`src/logic/flash_prot_pkg.sv`:
```
package flash_prot_pkg;
    // Register byte offsets on the AXI4-Lite bus
    localparam int ADDR_W = 8;
    localparam logic [7:0] OFS_SUSP = 8'h00;
    localparam logic [7:0] OFS_UPPER = 8'h04;
    localparam logic [7:0] OFS_MODE = 8'h08;
    localparam logic [7:0] OFS_KEY_LO = 8'h0C;
    localparam logic [7:0] OFS_KEY_HI = 8'h10;
    localparam logic [7:0] OFS_ARRAY_LOCK = 8'h14;
    localparam logic [7:0] OFS_SECT_SEL = 8'h18;
    localparam logic [7:0] OFS_PERS_ACC = 8'h1C;
    localparam logic [7:0] OFS_DYN_ACC = 8'h20;
    localparam logic [7:0] OFS_PERS_ERASE = 8'h24;
    // Field positions
    localparam int SUSP_ERASE_BIT = 1;
    localparam int SUSP_PROG_BIT = 0;
    localparam int UPPER_FOUR_BIT = 7;
    localparam int UPPER_BANK1_BIT = 1;
    localparam int UPPER_BANK0_BIT = 0;
    localparam int MODE_KEY_BIT = 2;
    localparam int MODE_PERS_BIT = 1;
    localparam int LOCK_BIT = 0;
    localparam int ERASE_GO_BIT = 0;
    localparam int CMD_ADDR_W = 24;
    localparam int BANK0_ADDR_BIT = 24;
    localparam int SECT_SHIFT = 16;
    // Reset and fixed values
    localparam logic [7:0] UPPER_RST = 8'h00;
    localparam logic [7:0] ACC_OPEN = 8'hFF;
    localparam logic [7:0] ACC_SHUT = 8'h00;
    localparam logic [15:0] MODE_RST_DEF = 16'hFFFF;
    localparam logic [63:0] KEY_RST = 64'hFFFF_FFFF_FFFF_FFFF;
    localparam logic [31:0] KEY_HIDDEN = 32'h0000_0000;
    localparam logic [1:0] RESP_OKAY = 2'h0;
    localparam logic [1:0] RESP_SLVERR = 2'h2;
endpackage

```
`src/logic/reg_access_if.sv`:
```
interface reg_access_if;
    logic wr_en;
    logic [7:0] wr_addr;
    logic [31:0] wr_data;
    logic [3:0] wr_strb;
    logic wr_err;
    logic [7:0] rd_addr;
    logic [31:0] rd_data;
    logic rd_err;
    modport bus (output wr_en, wr_addr, wr_data, wr_strb, rd_addr,
                 input wr_err, rd_data, rd_err);
    modport regs (input wr_en, wr_addr, wr_data, wr_strb, rd_addr,
                  output wr_err, rd_data, rd_err);
endinterface

```
`src/logic/sector_lock_cell.sv`:
```
module sector_lock_cell (
    // Clock and reset
    input wire logic clk_sys,
    input wire logic sys_rst,
    // Bit updates
    input wire logic pers_clr,
    input wire logic pers_set,
    input wire logic dyn_clr,
    input wire logic dyn_set,
    // Lock bits, one means unprotected
    output logic pers_q,
    output logic dyn_q
);
    always_ff @(posedge clk_sys or posedge sys_rst) begin
        if (sys_rst) begin
            pers_q <= 1'b1;
            dyn_q <= 1'b1;
        end else begin
            if (pers_clr) begin
                pers_q <= 1'b0;
            end else if (pers_set) begin
                pers_q <= 1'b1;
            end
            if (dyn_clr) begin
                dyn_q <= 1'b0;
            end else if (dyn_set) begin
                dyn_q <= 1'b1;
            end
        end
    end
endmodule // sector_lock_cell

```
`src/logic/axil_reg_slave.sv`:
```
module axil_reg_slave
    import flash_prot_pkg::*;
(
    // Clock and reset
    input wire logic clk_sys,
    input wire logic sys_rst,
    // AXI4-Lite write
    input wire logic [ADDR_W-1:0] s_axi_awaddr,
    input wire logic s_axi_awvalid,
    output logic s_axi_awready,
    input wire logic [31:0] s_axi_wdata,
    input wire logic [3:0] s_axi_wstrb,
    input wire logic s_axi_wvalid,
    output logic s_axi_wready,
    output logic [1:0] s_axi_bresp,
    output logic s_axi_bvalid,
    input wire logic s_axi_bready,
    // AXI4-Lite read
    input wire logic [ADDR_W-1:0] s_axi_araddr,
    input wire logic s_axi_arvalid,
    output logic s_axi_arready,
    output logic [31:0] s_axi_rdata,
    output logic [1:0] s_axi_rresp,
    output logic s_axi_rvalid,
    input wire logic s_axi_rready,
    // Register file side
    reg_access_if.bus rif
);
    logic aw_full_q;
    logic [ADDR_W-1:0] aw_addr_q;
    logic w_full_q;
    logic [31:0] w_data_q;
    logic [3:0] w_strb_q;
    wire aw_hs = s_axi_awvalid && s_axi_awready;
    wire w_hs = s_axi_wvalid && s_axi_wready;
    wire wr_fire = (aw_full_q || aw_hs) && (w_full_q || w_hs) && !s_axi_bvalid;
    wire ar_hs = s_axi_arvalid && s_axi_arready;

    // Address and data are taken in either order, one write at a time
    assign s_axi_awready = !aw_full_q && !s_axi_bvalid;
    assign s_axi_wready = !w_full_q && !s_axi_bvalid;
    assign s_axi_arready = !s_axi_rvalid;
    assign rif.wr_en = wr_fire;
    assign rif.wr_addr = aw_full_q ? aw_addr_q : s_axi_awaddr;
    assign rif.wr_data = w_full_q ? w_data_q : s_axi_wdata;
    assign rif.wr_strb = w_full_q ? w_strb_q : s_axi_wstrb;
    assign rif.rd_addr = s_axi_araddr;

    always_ff @(posedge clk_sys or posedge sys_rst) begin
        if (sys_rst) begin
            aw_full_q <= 1'b0;
            aw_addr_q <= '0;
            w_full_q <= 1'b0;
            w_data_q <= '0;
            w_strb_q <= '0;
            s_axi_bvalid <= 1'b0;
            s_axi_bresp <= RESP_OKAY;
        end else if (wr_fire) begin
            aw_full_q <= 1'b0;
            w_full_q <= 1'b0;
            s_axi_bvalid <= 1'b1;
            s_axi_bresp <= rif.wr_err ? RESP_SLVERR : RESP_OKAY;
        end else begin
            if (aw_hs) begin
                aw_full_q <= 1'b1;
                aw_addr_q <= s_axi_awaddr;
            end
            if (w_hs) begin
                w_full_q <= 1'b1;
                w_data_q <= s_axi_wdata;
                w_strb_q <= s_axi_wstrb;
            end
            if (s_axi_bvalid && s_axi_bready) begin
                s_axi_bvalid <= 1'b0;
            end
        end
    end

    always_ff @(posedge clk_sys or posedge sys_rst) begin
        if (sys_rst) begin
            s_axi_rvalid <= 1'b0;
            s_axi_rdata <= '0;
            s_axi_rresp <= RESP_OKAY;
        end else if (ar_hs) begin
            s_axi_rvalid <= 1'b1;
            s_axi_rdata <= rif.rd_data;
            s_axi_rresp <= rif.rd_err ? RESP_SLVERR : RESP_OKAY;
        end else if (s_axi_rready) begin
            s_axi_rvalid <= 1'b0;
        end
    end
endmodule // axil_reg_slave

```
`src/logic/flash_protect_addr_regs.sv`:
```
// Summary of operation
// - Erase-held flag mirrors erase suspend, read-only
// - Program-held flag mirrors program suspend, read-only
// - Four-byte enable passes full 32-bit address
// - Otherwise 24-bit address plus bank bits
// - Bank bit 0 is address bit 24
// - Bank bit 1 reserved, no address bit
// - Clearing mode bit 2 fixes key mode
// - Clearing mode bit 1 fixes persistent mode
// - 64-bit one-time key, erased all ones
// - Key unreadable once key mode chosen
// - Array lock zero refuses persistent changes
// - Array lock one allows persistent changes
// - Persistent byte 00h means sector protected
// - Persistent byte FFh means sector open
// - Dynamic write 00h protects the sector
// - Dynamic write FFh unprotects the sector

module flash_protect_addr_regs
    import flash_prot_pkg::*;
#(
    parameter int NUM_SECTORS = 512,
    parameter bit DENSITY_256 = 1'b1,
    parameter logic [15:0] MODE_INIT = MODE_RST_DEF
) (
    // Clock and reset
    input wire logic clk_sys,
    input wire logic sys_rst,
    // AXI4-Lite write
    input wire logic [ADDR_W-1:0] s_axi_awaddr,
    input wire logic s_axi_awvalid,
    output logic s_axi_awready,
    input wire logic [31:0] s_axi_wdata,
    input wire logic [3:0] s_axi_wstrb,
    input wire logic s_axi_wvalid,
    output logic s_axi_wready,
    output logic [1:0] s_axi_bresp,
    output logic s_axi_bvalid,
    input wire logic s_axi_bready,
    // AXI4-Lite read
    input wire logic [ADDR_W-1:0] s_axi_araddr,
    input wire logic s_axi_arvalid,
    output logic s_axi_arready,
    output logic [31:0] s_axi_rdata,
    output logic [1:0] s_axi_rresp,
    output logic s_axi_rvalid,
    input wire logic s_axi_rready,
    // Suspend state from the array sequencer
    input wire logic erase_held,
    input wire logic program_held,
    // Command address translation
    input wire logic [31:0] cmd_addr,
    input wire logic cmd_addr_valid,
    output logic four_byte_addr_enable,
    output logic [31:0] full_addr_q,
    output logic full_addr_valid_q,
    // Program or erase permission check
    input wire logic [31:0] op_addr,
    input wire logic op_check,
    output logic op_allowed_q,
    output logic op_result_valid_q
);
    localparam int SECT_W = $clog2(NUM_SECTORS);

    reg_access_if rif ();

    axil_reg_slave u_slave (
        .clk_sys(clk_sys),
        .sys_rst(sys_rst),
        .s_axi_awaddr(s_axi_awaddr),
        .s_axi_awvalid(s_axi_awvalid),
        .s_axi_awready(s_axi_awready),
        .s_axi_wdata(s_axi_wdata),
        .s_axi_wstrb(s_axi_wstrb),
        .s_axi_wvalid(s_axi_wvalid),
        .s_axi_wready(s_axi_wready),
        .s_axi_bresp(s_axi_bresp),
        .s_axi_bvalid(s_axi_bvalid),
        .s_axi_bready(s_axi_bready),
        .s_axi_araddr(s_axi_araddr),
        .s_axi_arvalid(s_axi_arvalid),
        .s_axi_arready(s_axi_arready),
        .s_axi_rdata(s_axi_rdata),
        .s_axi_rresp(s_axi_rresp),
        .s_axi_rvalid(s_axi_rvalid),
        .s_axi_rready(s_axi_rready),
        .rif(rif)
    );

    logic [7:0] upper_q;
    logic [15:0] mode_q;
    logic [63:0] key_q;
    logic array_lock_q;
    logic [SECT_W-1:0] sect_sel_q;
    logic [NUM_SECTORS-1:0] pers_vec;
    logic [NUM_SECTORS-1:0] dyn_vec;

    // Write decode
    wire lane0 = rif.wr_strb[0];
    wire wr_upper = rif.wr_en && rif.wr_addr == OFS_UPPER && lane0;
    wire wr_mode = rif.wr_en && rif.wr_addr == OFS_MODE;
    wire wr_key_lo = rif.wr_en && rif.wr_addr == OFS_KEY_LO;
    wire wr_key_hi = rif.wr_en && rif.wr_addr == OFS_KEY_HI;
    wire wr_lock = rif.wr_en && rif.wr_addr == OFS_ARRAY_LOCK && lane0;
    wire wr_sel = rif.wr_en && rif.wr_addr == OFS_SECT_SEL;
    wire wr_pers = rif.wr_en && rif.wr_addr == OFS_PERS_ACC && lane0;
    wire wr_dyn = rif.wr_en && rif.wr_addr == OFS_DYN_ACC && lane0;
    wire wr_erase = rif.wr_en && rif.wr_addr == OFS_PERS_ERASE && lane0;
    wire wr_known = wr_upper || wr_mode || wr_key_lo || wr_key_hi || wr_lock
        || wr_sel || wr_pers || wr_dyn || wr_erase || rif.wr_addr == OFS_SUSP;
    assign rif.wr_err = !wr_known;

    // Byte mask from strobes: unstrobed lanes keep their OTP state
    wire [31:0] keep_mask = {{8{!rif.wr_strb[3]}}, {8{!rif.wr_strb[2]}},
                             {8{!rif.wr_strb[1]}}, {8{!rif.wr_strb[0]}}};
    wire [31:0] otp_word = rif.wr_data | keep_mask;
    wire key_mode_on = !mode_q[MODE_KEY_BIT];
    wire [7:0] wr_byte = rif.wr_data[7:0];

    // Upper address register, reserved bits never stored
    // bank bit 0 only on the large density
    wire bank0_w = DENSITY_256 ? wr_byte[UPPER_BANK0_BIT] : 1'b0;
    always_ff @(posedge clk_sys or posedge sys_rst) begin
        if (sys_rst) begin
            upper_q <= UPPER_RST;
        end else if (wr_upper) begin
            upper_q <= {wr_byte[UPPER_FOUR_BIT], 6'h00, bank0_w};
        end
    end

    // OTP bits only move from one to zero
    // same for the persistent mode bit
    always_ff @(posedge clk_sys or posedge sys_rst) begin
        if (sys_rst) begin
            mode_q <= MODE_INIT;
        end else if (wr_mode) begin
            mode_q <= mode_q & otp_word[15:0];
        end
    end

    // key programs only toward zero, frozen in key mode
    always_ff @(posedge clk_sys or posedge sys_rst) begin
        if (sys_rst) begin
            key_q <= KEY_RST;
        end else if (wr_key_lo && !key_mode_on) begin
            key_q[31:0] <= key_q[31:0] & otp_word;
        end else if (wr_key_hi && !key_mode_on) begin
            key_q[63:32] <= key_q[63:32] & otp_word;
        end
    end

    // lock defaults open in persistent mode, shut in key mode
    // once cleared it stays until reset
    always_ff @(posedge clk_sys or posedge sys_rst) begin
        if (sys_rst) begin
            array_lock_q <= MODE_INIT[MODE_KEY_BIT];
        end else if (wr_lock && !wr_byte[LOCK_BIT]) begin
            array_lock_q <= 1'b0;
        end
    end

    always_ff @(posedge clk_sys or posedge sys_rst) begin
        if (sys_rst) begin
            sect_sel_q <= '0;
        end else if (wr_sel) begin
            sect_sel_q <= rif.wr_data[SECT_W-1:0];
        end
    end

    // Per-sector lock bits; other byte values are ignored
    // 00h programs the persistent bit when unlocked
    wire pers_prog = wr_pers && wr_byte == ACC_SHUT && array_lock_q;
    wire pers_wipe = wr_erase && rif.wr_data[ERASE_GO_BIT] && array_lock_q;

    // 00h clears, FFh sets the dynamic bit
    wire dyn_clr = wr_dyn && wr_byte == ACC_SHUT;
    wire dyn_set = wr_dyn && wr_byte == ACC_OPEN;

    for (genvar i = 0; i < NUM_SECTORS; i++) begin : g_sect
        wire hit = sect_sel_q == SECT_W'(i);
        sector_lock_cell u_cell (
            .clk_sys(clk_sys),
            .sys_rst(sys_rst),
            .pers_clr(pers_prog && hit),
            .pers_set(pers_wipe),
            .dyn_clr(dyn_clr && hit),
            .dyn_set(dyn_set && hit),
            .pers_q(pers_vec[i]),
            .dyn_q(dyn_vec[i])
        );
    end

    // Read decode
    // live suspend state, upper bits zero
    wire [31:0] susp_rd = {30'h0, erase_held, program_held};

    // key hidden once key mode is chosen
    wire [31:0] key_lo_rd = key_mode_on ? KEY_HIDDEN : key_q[31:0];
    wire [31:0] key_hi_rd = key_mode_on ? KEY_HIDDEN : key_q[63:32];

    // access bytes read 00h or FFh
    wire [7:0] pers_rd = pers_vec[sect_sel_q] ? ACC_OPEN : ACC_SHUT;
    wire [7:0] dyn_rd = dyn_vec[sect_sel_q] ? ACC_OPEN : ACC_SHUT;

    logic [31:0] rd_mux;
    logic rd_bad;

    always_comb begin
        rd_mux = 32'h0000_0000;
        rd_bad = 1'b0;
        case (rif.rd_addr)
            OFS_SUSP: rd_mux = susp_rd;
            OFS_UPPER: rd_mux = {24'h0, upper_q};
            OFS_MODE: rd_mux = {16'h0, mode_q};
            OFS_KEY_LO: rd_mux = key_lo_rd;
            OFS_KEY_HI: rd_mux = key_hi_rd;
            OFS_ARRAY_LOCK: rd_mux = {31'h0, array_lock_q};
            OFS_SECT_SEL: rd_mux = 32'(sect_sel_q);
            OFS_PERS_ACC: rd_mux = {24'h0, pers_rd};
            OFS_DYN_ACC: rd_mux = {24'h0, dyn_rd};
            OFS_PERS_ERASE: rd_mux = 32'h0000_0000;
            default: rd_bad = 1'b1;
        endcase
    end
    assign rif.rd_data = rd_mux;
    assign rif.rd_err = rd_bad;

    // Address extension
    assign four_byte_addr_enable = upper_q[UPPER_FOUR_BIT];
    wire [31:0] bank_addr = {7'h00, upper_q[UPPER_BANK0_BIT], cmd_addr[CMD_ADDR_W-1:0]};

    // full address from host, bank supplies top bits
    wire [31:0] addr_d = four_byte_addr_enable ? cmd_addr : bank_addr;

    always_ff @(posedge clk_sys or posedge sys_rst) begin
        if (sys_rst) begin
            full_addr_q <= 32'h0000_0000;
            full_addr_valid_q <= 1'b0;
        end else begin
            full_addr_valid_q <= cmd_addr_valid;
            if (cmd_addr_valid) begin
                full_addr_q <= addr_d;
            end
        end
    end

    // Sector of an operation; addresses beyond the array wrap by index width
    wire [SECT_W-1:0] op_sect = op_addr[SECT_SHIFT +: SECT_W];
    wire op_ok = pers_vec[op_sect] && dyn_vec[op_sect];

    always_ff @(posedge clk_sys or posedge sys_rst) begin
        if (sys_rst) begin
            op_allowed_q <= 1'b0;
            op_result_valid_q <= 1'b0;
        end else begin
            op_result_valid_q <= op_check;
            if (op_check) begin
                op_allowed_q <= op_ok;
            end
        end
    end

    wire ar_take = s_axi_arvalid && s_axi_arready;

    wire wr_fire_c = rif.wr_en;
endmodule // flash_protect_addr_regs

```
`config.mk`:
```
export PLATFORM = sky130hd
export DESIGN_NAME = flash_protect_addr_regs
export DESIGN_NICKNAME = d
export VERILOG_FILES = /design/src/logic/flash_prot_pkg.sv /design/src/logic/reg_access_if.sv /design/src/logic/sector_lock_cell.sv /design/src/logic/axil_reg_slave.sv /design/src/logic/flash_protect_addr_regs.sv
export SDC_FILE = /design/constraint.sdc
export NUM_CORES = 2
export LEC_CHECK = 0
export BUFFER_PORTS_ARGS = -buffer_cell sky130_fd_sc_hd__buf_4
export CORE_MARGIN = 2
export CORE_UTILIZATION = 40
export DETAILED_ROUTE_END_ITERATION = 6
export GPL_ROUTABILITY_DRIVEN = 0
export HOLD_SLACK_MARGIN = 0.1
export PLACE_DENSITY = 0.54
export SLEW_MARGIN = 20
export SYNTH_ARGS = -nofsm -noshare
export SYNTH_HDL_FRONTEND = slang
export SYNTH_SLANG_ARGS = --single-unit
```
`constraint.sdc`:
```
create_clock -name clk_sys -period 79.3 [get_ports clk_sys]
set_clock_uncertainty 0.15 [all_clocks]
set_input_delay 3.965 -clock clk_sys [delete_from_list [all_inputs] [get_ports clk_sys]]
set_output_delay 3.965 -clock clk_sys [all_outputs]
set_load 0.1 [all_outputs]
```
==> reports/results.ini <==
[layout]
num-fill-cells=15000
layout.cells.most_common_list=1592 x a21oi_1, 1105 x dfstp_2, 1083 x nor2_1
syn_to_final_growth_pct=11.3
layout.cells.most_common=a21oi_1
num-nets-final=5946
postLayoutCoreUtil=0.447
fraction_of_final_layout_cells_sized_beyond_drive_strength_1=0.387

[clock_tree]
clkLatencyLatePin_ns=0.81
clock_pin_transition_on_the_worst_setup_and_hold_timing_paths_ns=0.06
total_clock_buffers_created_by_cts=140
root_buffer=clkbuf_16
post-cts-setup-buffers=0
ctsResizeCount=0
htreeDepth=4
total_number_of_clock_tree_sinks=1233
tritoncts_clock_tree=built
clock_path_buffers=3
cts_hold_buf=0

[worst_setup_path]
worstPathMaxFanout=75
slowest_delay_ns=0.82
crit_family=buffers and inverters
slowest_stage=buf_4
criticalPathCategory=in2reg
required_ns=79.83
cp_cell_sequence=buf_8 -> buf_4 -> buf_4 -> buf_4 -> mux4_2 -> mux4_2 -> o211ai_1 -> a2bb2oi_1 -> a32oi_1 -> nand4_1 -> nand4_1 -> o211a_1
critical_path_buf_inv_count=4
crit_path_frequent_cell=buf_4
critPathCaptureType=flop
data_arrival_critical_path_ns=9.43
worstSetupStartpointType=input pin

[grt]
global_route.usage.total=0.271
largest_net_degree_at_the_start_of_global_routing=191
antenna_found_initial=7
vias_in_the_first_global_route=50800
grt_first_pass_wirelength_um=341000
globalRouteOverflowTotal=0

[synthesis]
ys_dominant_reg_cell=dfstp_2
synth-async-reset-ratio=1.00
synth_area_um2=65200
synth-warning-count=0
post_synth.cell_area_avg_um2=11.0
synth_sequential_area_ratio=0.494
ys_types=70
ys_seq_elements=1233
synthesis.instances=5933
number_of_synthesized_flops_with_an_enable_pin=0

[die]
die-area_um2=166000
placementRows=148
core-area_um2=162000
die_height_um=408
initial_utilization=0.402
boundaryPins=204
fp.dieW_um=408

[sta]
layout_worst_path_cycle_share=0.112
final_period_minus_worst_setup_slack_ns=8.90
rsz0062_at_grt=false
worst_slew_pin_slew_ns=1.39
setup-violations-final=0
final-hold-violation-count=0
final-max-slew-violation-count=0
fin_tns_setup_ns=0
fmax_mhz=112
worst_slew_slack_as_a_fraction_of_its_limit=0.0719

[routing]
final_routed_drc_violation_total=0
wire_per_inst_um=28.1
route.detailed.vias_per_inst=6.25
vias_after_detailed_routing=50700
detailed_route_wl_um=228000
pre_antenna_drt_iters=6
drtAntennaViolNets=0
drtIter0Drc=5131

[power]
leakage_nw=25.7
power_per_standard_cell_area_nw_per_um2=23.6
vdd_drop_max_mv=0.0308

[job]
drv.max_cap_violation_count=0

[placement]
hpwl_after_dpl_um=132000
port-buffer-count=178

[min_path]
timing.hold.worst.class=reg2reg

[outcome]
status=complete, no violations

## final cells by class
cell class / count / area [µm²] / share of cell area
Clock inverter: 51 / 531 / 0.00731
Antenna cell: 2 / 5.00 / 0.0000689
Inverter: 25 / 101 / 0.00140
Multi-Input combinational cell: 4137 / 30600 / 0.421
Sequential cell: 1233 / 32200 / 0.444
Tap cell: 2175 / 2720 / 0.0375
Clock buffer: 208 / 4160 / 0.0574
Timing Repair Buffer: 282 / 2260 / 0.0311
## path summary, 6_finish.rpt
kind | cells past startpoint | start | slack [ns] | endpoint
max | 12 | op_addr[16] | 70.40 | op_allowed_q
min | 2 | u_slave.s_axi_bresp[1] | 0.33 | u_slave.s_axi_bresp[1]
max reg2reg | 10 | sect_sel_q[0] | 72.93 | u_slave.s_axi_rdata[3]
min reg2reg | 2 | u_slave.s_axi_bresp[1] | 0.33 | u_slave.s_axi_bresp[1]
max in group asynchronous | 6 | sys_rst | 72.02 | g_sect[28].u_cell.dyn_q
min in group asynchronous | 2 | sys_rst | 3.54 | g_sect[348].u_cell.dyn_q
## cells in the mapped netlist, types with 7 or more instances
cell	number	share of area
a22oi_1	130	0.015
a221oi_1	24	0.0032
buf_6	10	0.0017
nand2_1	138	0.0079
or2_2	7	0.00067
dfrtp_1	128	0.049
nor2b_1	25	0.0024
buf_1	43	0.0025
o21ai_0	59	0.0045
nor4_1	14	0.0013
a22o_1	39	0.0052
nor3_1	19	0.0015
buf_4	27	0.0031
inv_1	22	0.0013
and3_1	7	0.00067
a21oi_1	1592	0.12
and2_1	8	0.00077
a21boi_0	79	0.0091
o22ai_1	51	0.0049
o211ai_1	10	0.0012
dfstp_2	1105	0.45
nand3_1	48	0.0037
mux2_2	120	0.021
buf_2	241	0.018
clkbuf_1	218	0.013
mux4_2	511	0.18
nor2_1	1088	0.063
nand4_1	15	0.0014
nand2b_1	15	0.0014
mux2i_1	38	0.0058
a211oi_1	11	0.0013
## worst reg2reg max path, cell delays in order, from the launching register on
cell and delay, ns:
dfrtp_4 0.88, buf_12 0.66, buf_4 0.83, buf_4 0.78, mux4_2 0.62, a22oi_1 0.24, a21oi_1 0.19, o21ai_0 0.91
nand4_1 0.22, o211ai_2 0.57, nand3_1 0.16
## report_power, final
| part | leakage, nW | switching [W] | total, W | internal (W) |
|---|---|---|---|---|
| logic | 10.3 | 0.000211 | 0.000315 | 0.000104 |
| clock network | 2.33 | 0.000280 | 0.000666 | 0.000385 |
| registers | 13.0 | 0.0000380 | 0.000734 | 0.000696 |
## kinds of logic after synthesis
group / synth area share
compound gates: 0.175
xor+xnor: 0.000134
buf+inv: 0.0398
flops: 0.494
mux: 0.203
other cells: 0.0000575
simple gates: 0.0872
## per-stage QoR
| stage | cell area, µm² | hold slack, ns | power [W] | setup WS, ns | cells |
|---|---|---|---|---|---|
| after global placement | 67900 | 0.313 | 0.00105 | 69.56 | 7852 |
| after floorplan | 65200 | 0.291 | 0.000937 | 42.27 | 5934 |
| after global routing | 72600 | 0.335 | 0.00178 | 70.01 | 8111 |
| after detailed placement | 67900 | 0.316 | 0.00105 | 69.53 | 7852 |
| after CTS | 72600 | 0.328 | 0.00172 | 70.36 | 8111 |
| final | 72600 | 0.328 | 0.00171 | 70.40 | 8113 |
## sequential cells by signal, summed over array words and instances, names as in the netlist, 2 cells and up
| name | flops |
|---|---|
| g_sect.u_cell.pers_q | 512 |
| u_slave.w_strb_q | 4 |
| upper_q | 2 |
| u_slave.aw_addr_q | 8 |
| full_addr_q | 32 |
| u_slave.w_data_q | 32 |
| mode_q | 16 |
| g_sect.u_cell.dyn_q | 512 |
| sect_sel_q | 9 |
| u_slave.s_axi_rdata | 32 |
| key_q | 64 |
## routing by layer
| layer | share of wire | wire length, µm | global-route usage | vias up |
|---|---|---|---|---|
| met1 | 0.42 | 95300 | 0.377 | 26300 |
| met4 | 0.043 | 9770 | 0.115 | 16 |
| met2 | 0.46 | 104000 | 0.411 | 2250 |
| li1 | - | - | - | 21700 |
| met3 | 0.082 | 18700 | 0.0569 | 468 |
| met5 | 0.00045 | 103 | 0 | - |
Power figures use the tool's default switching activity.
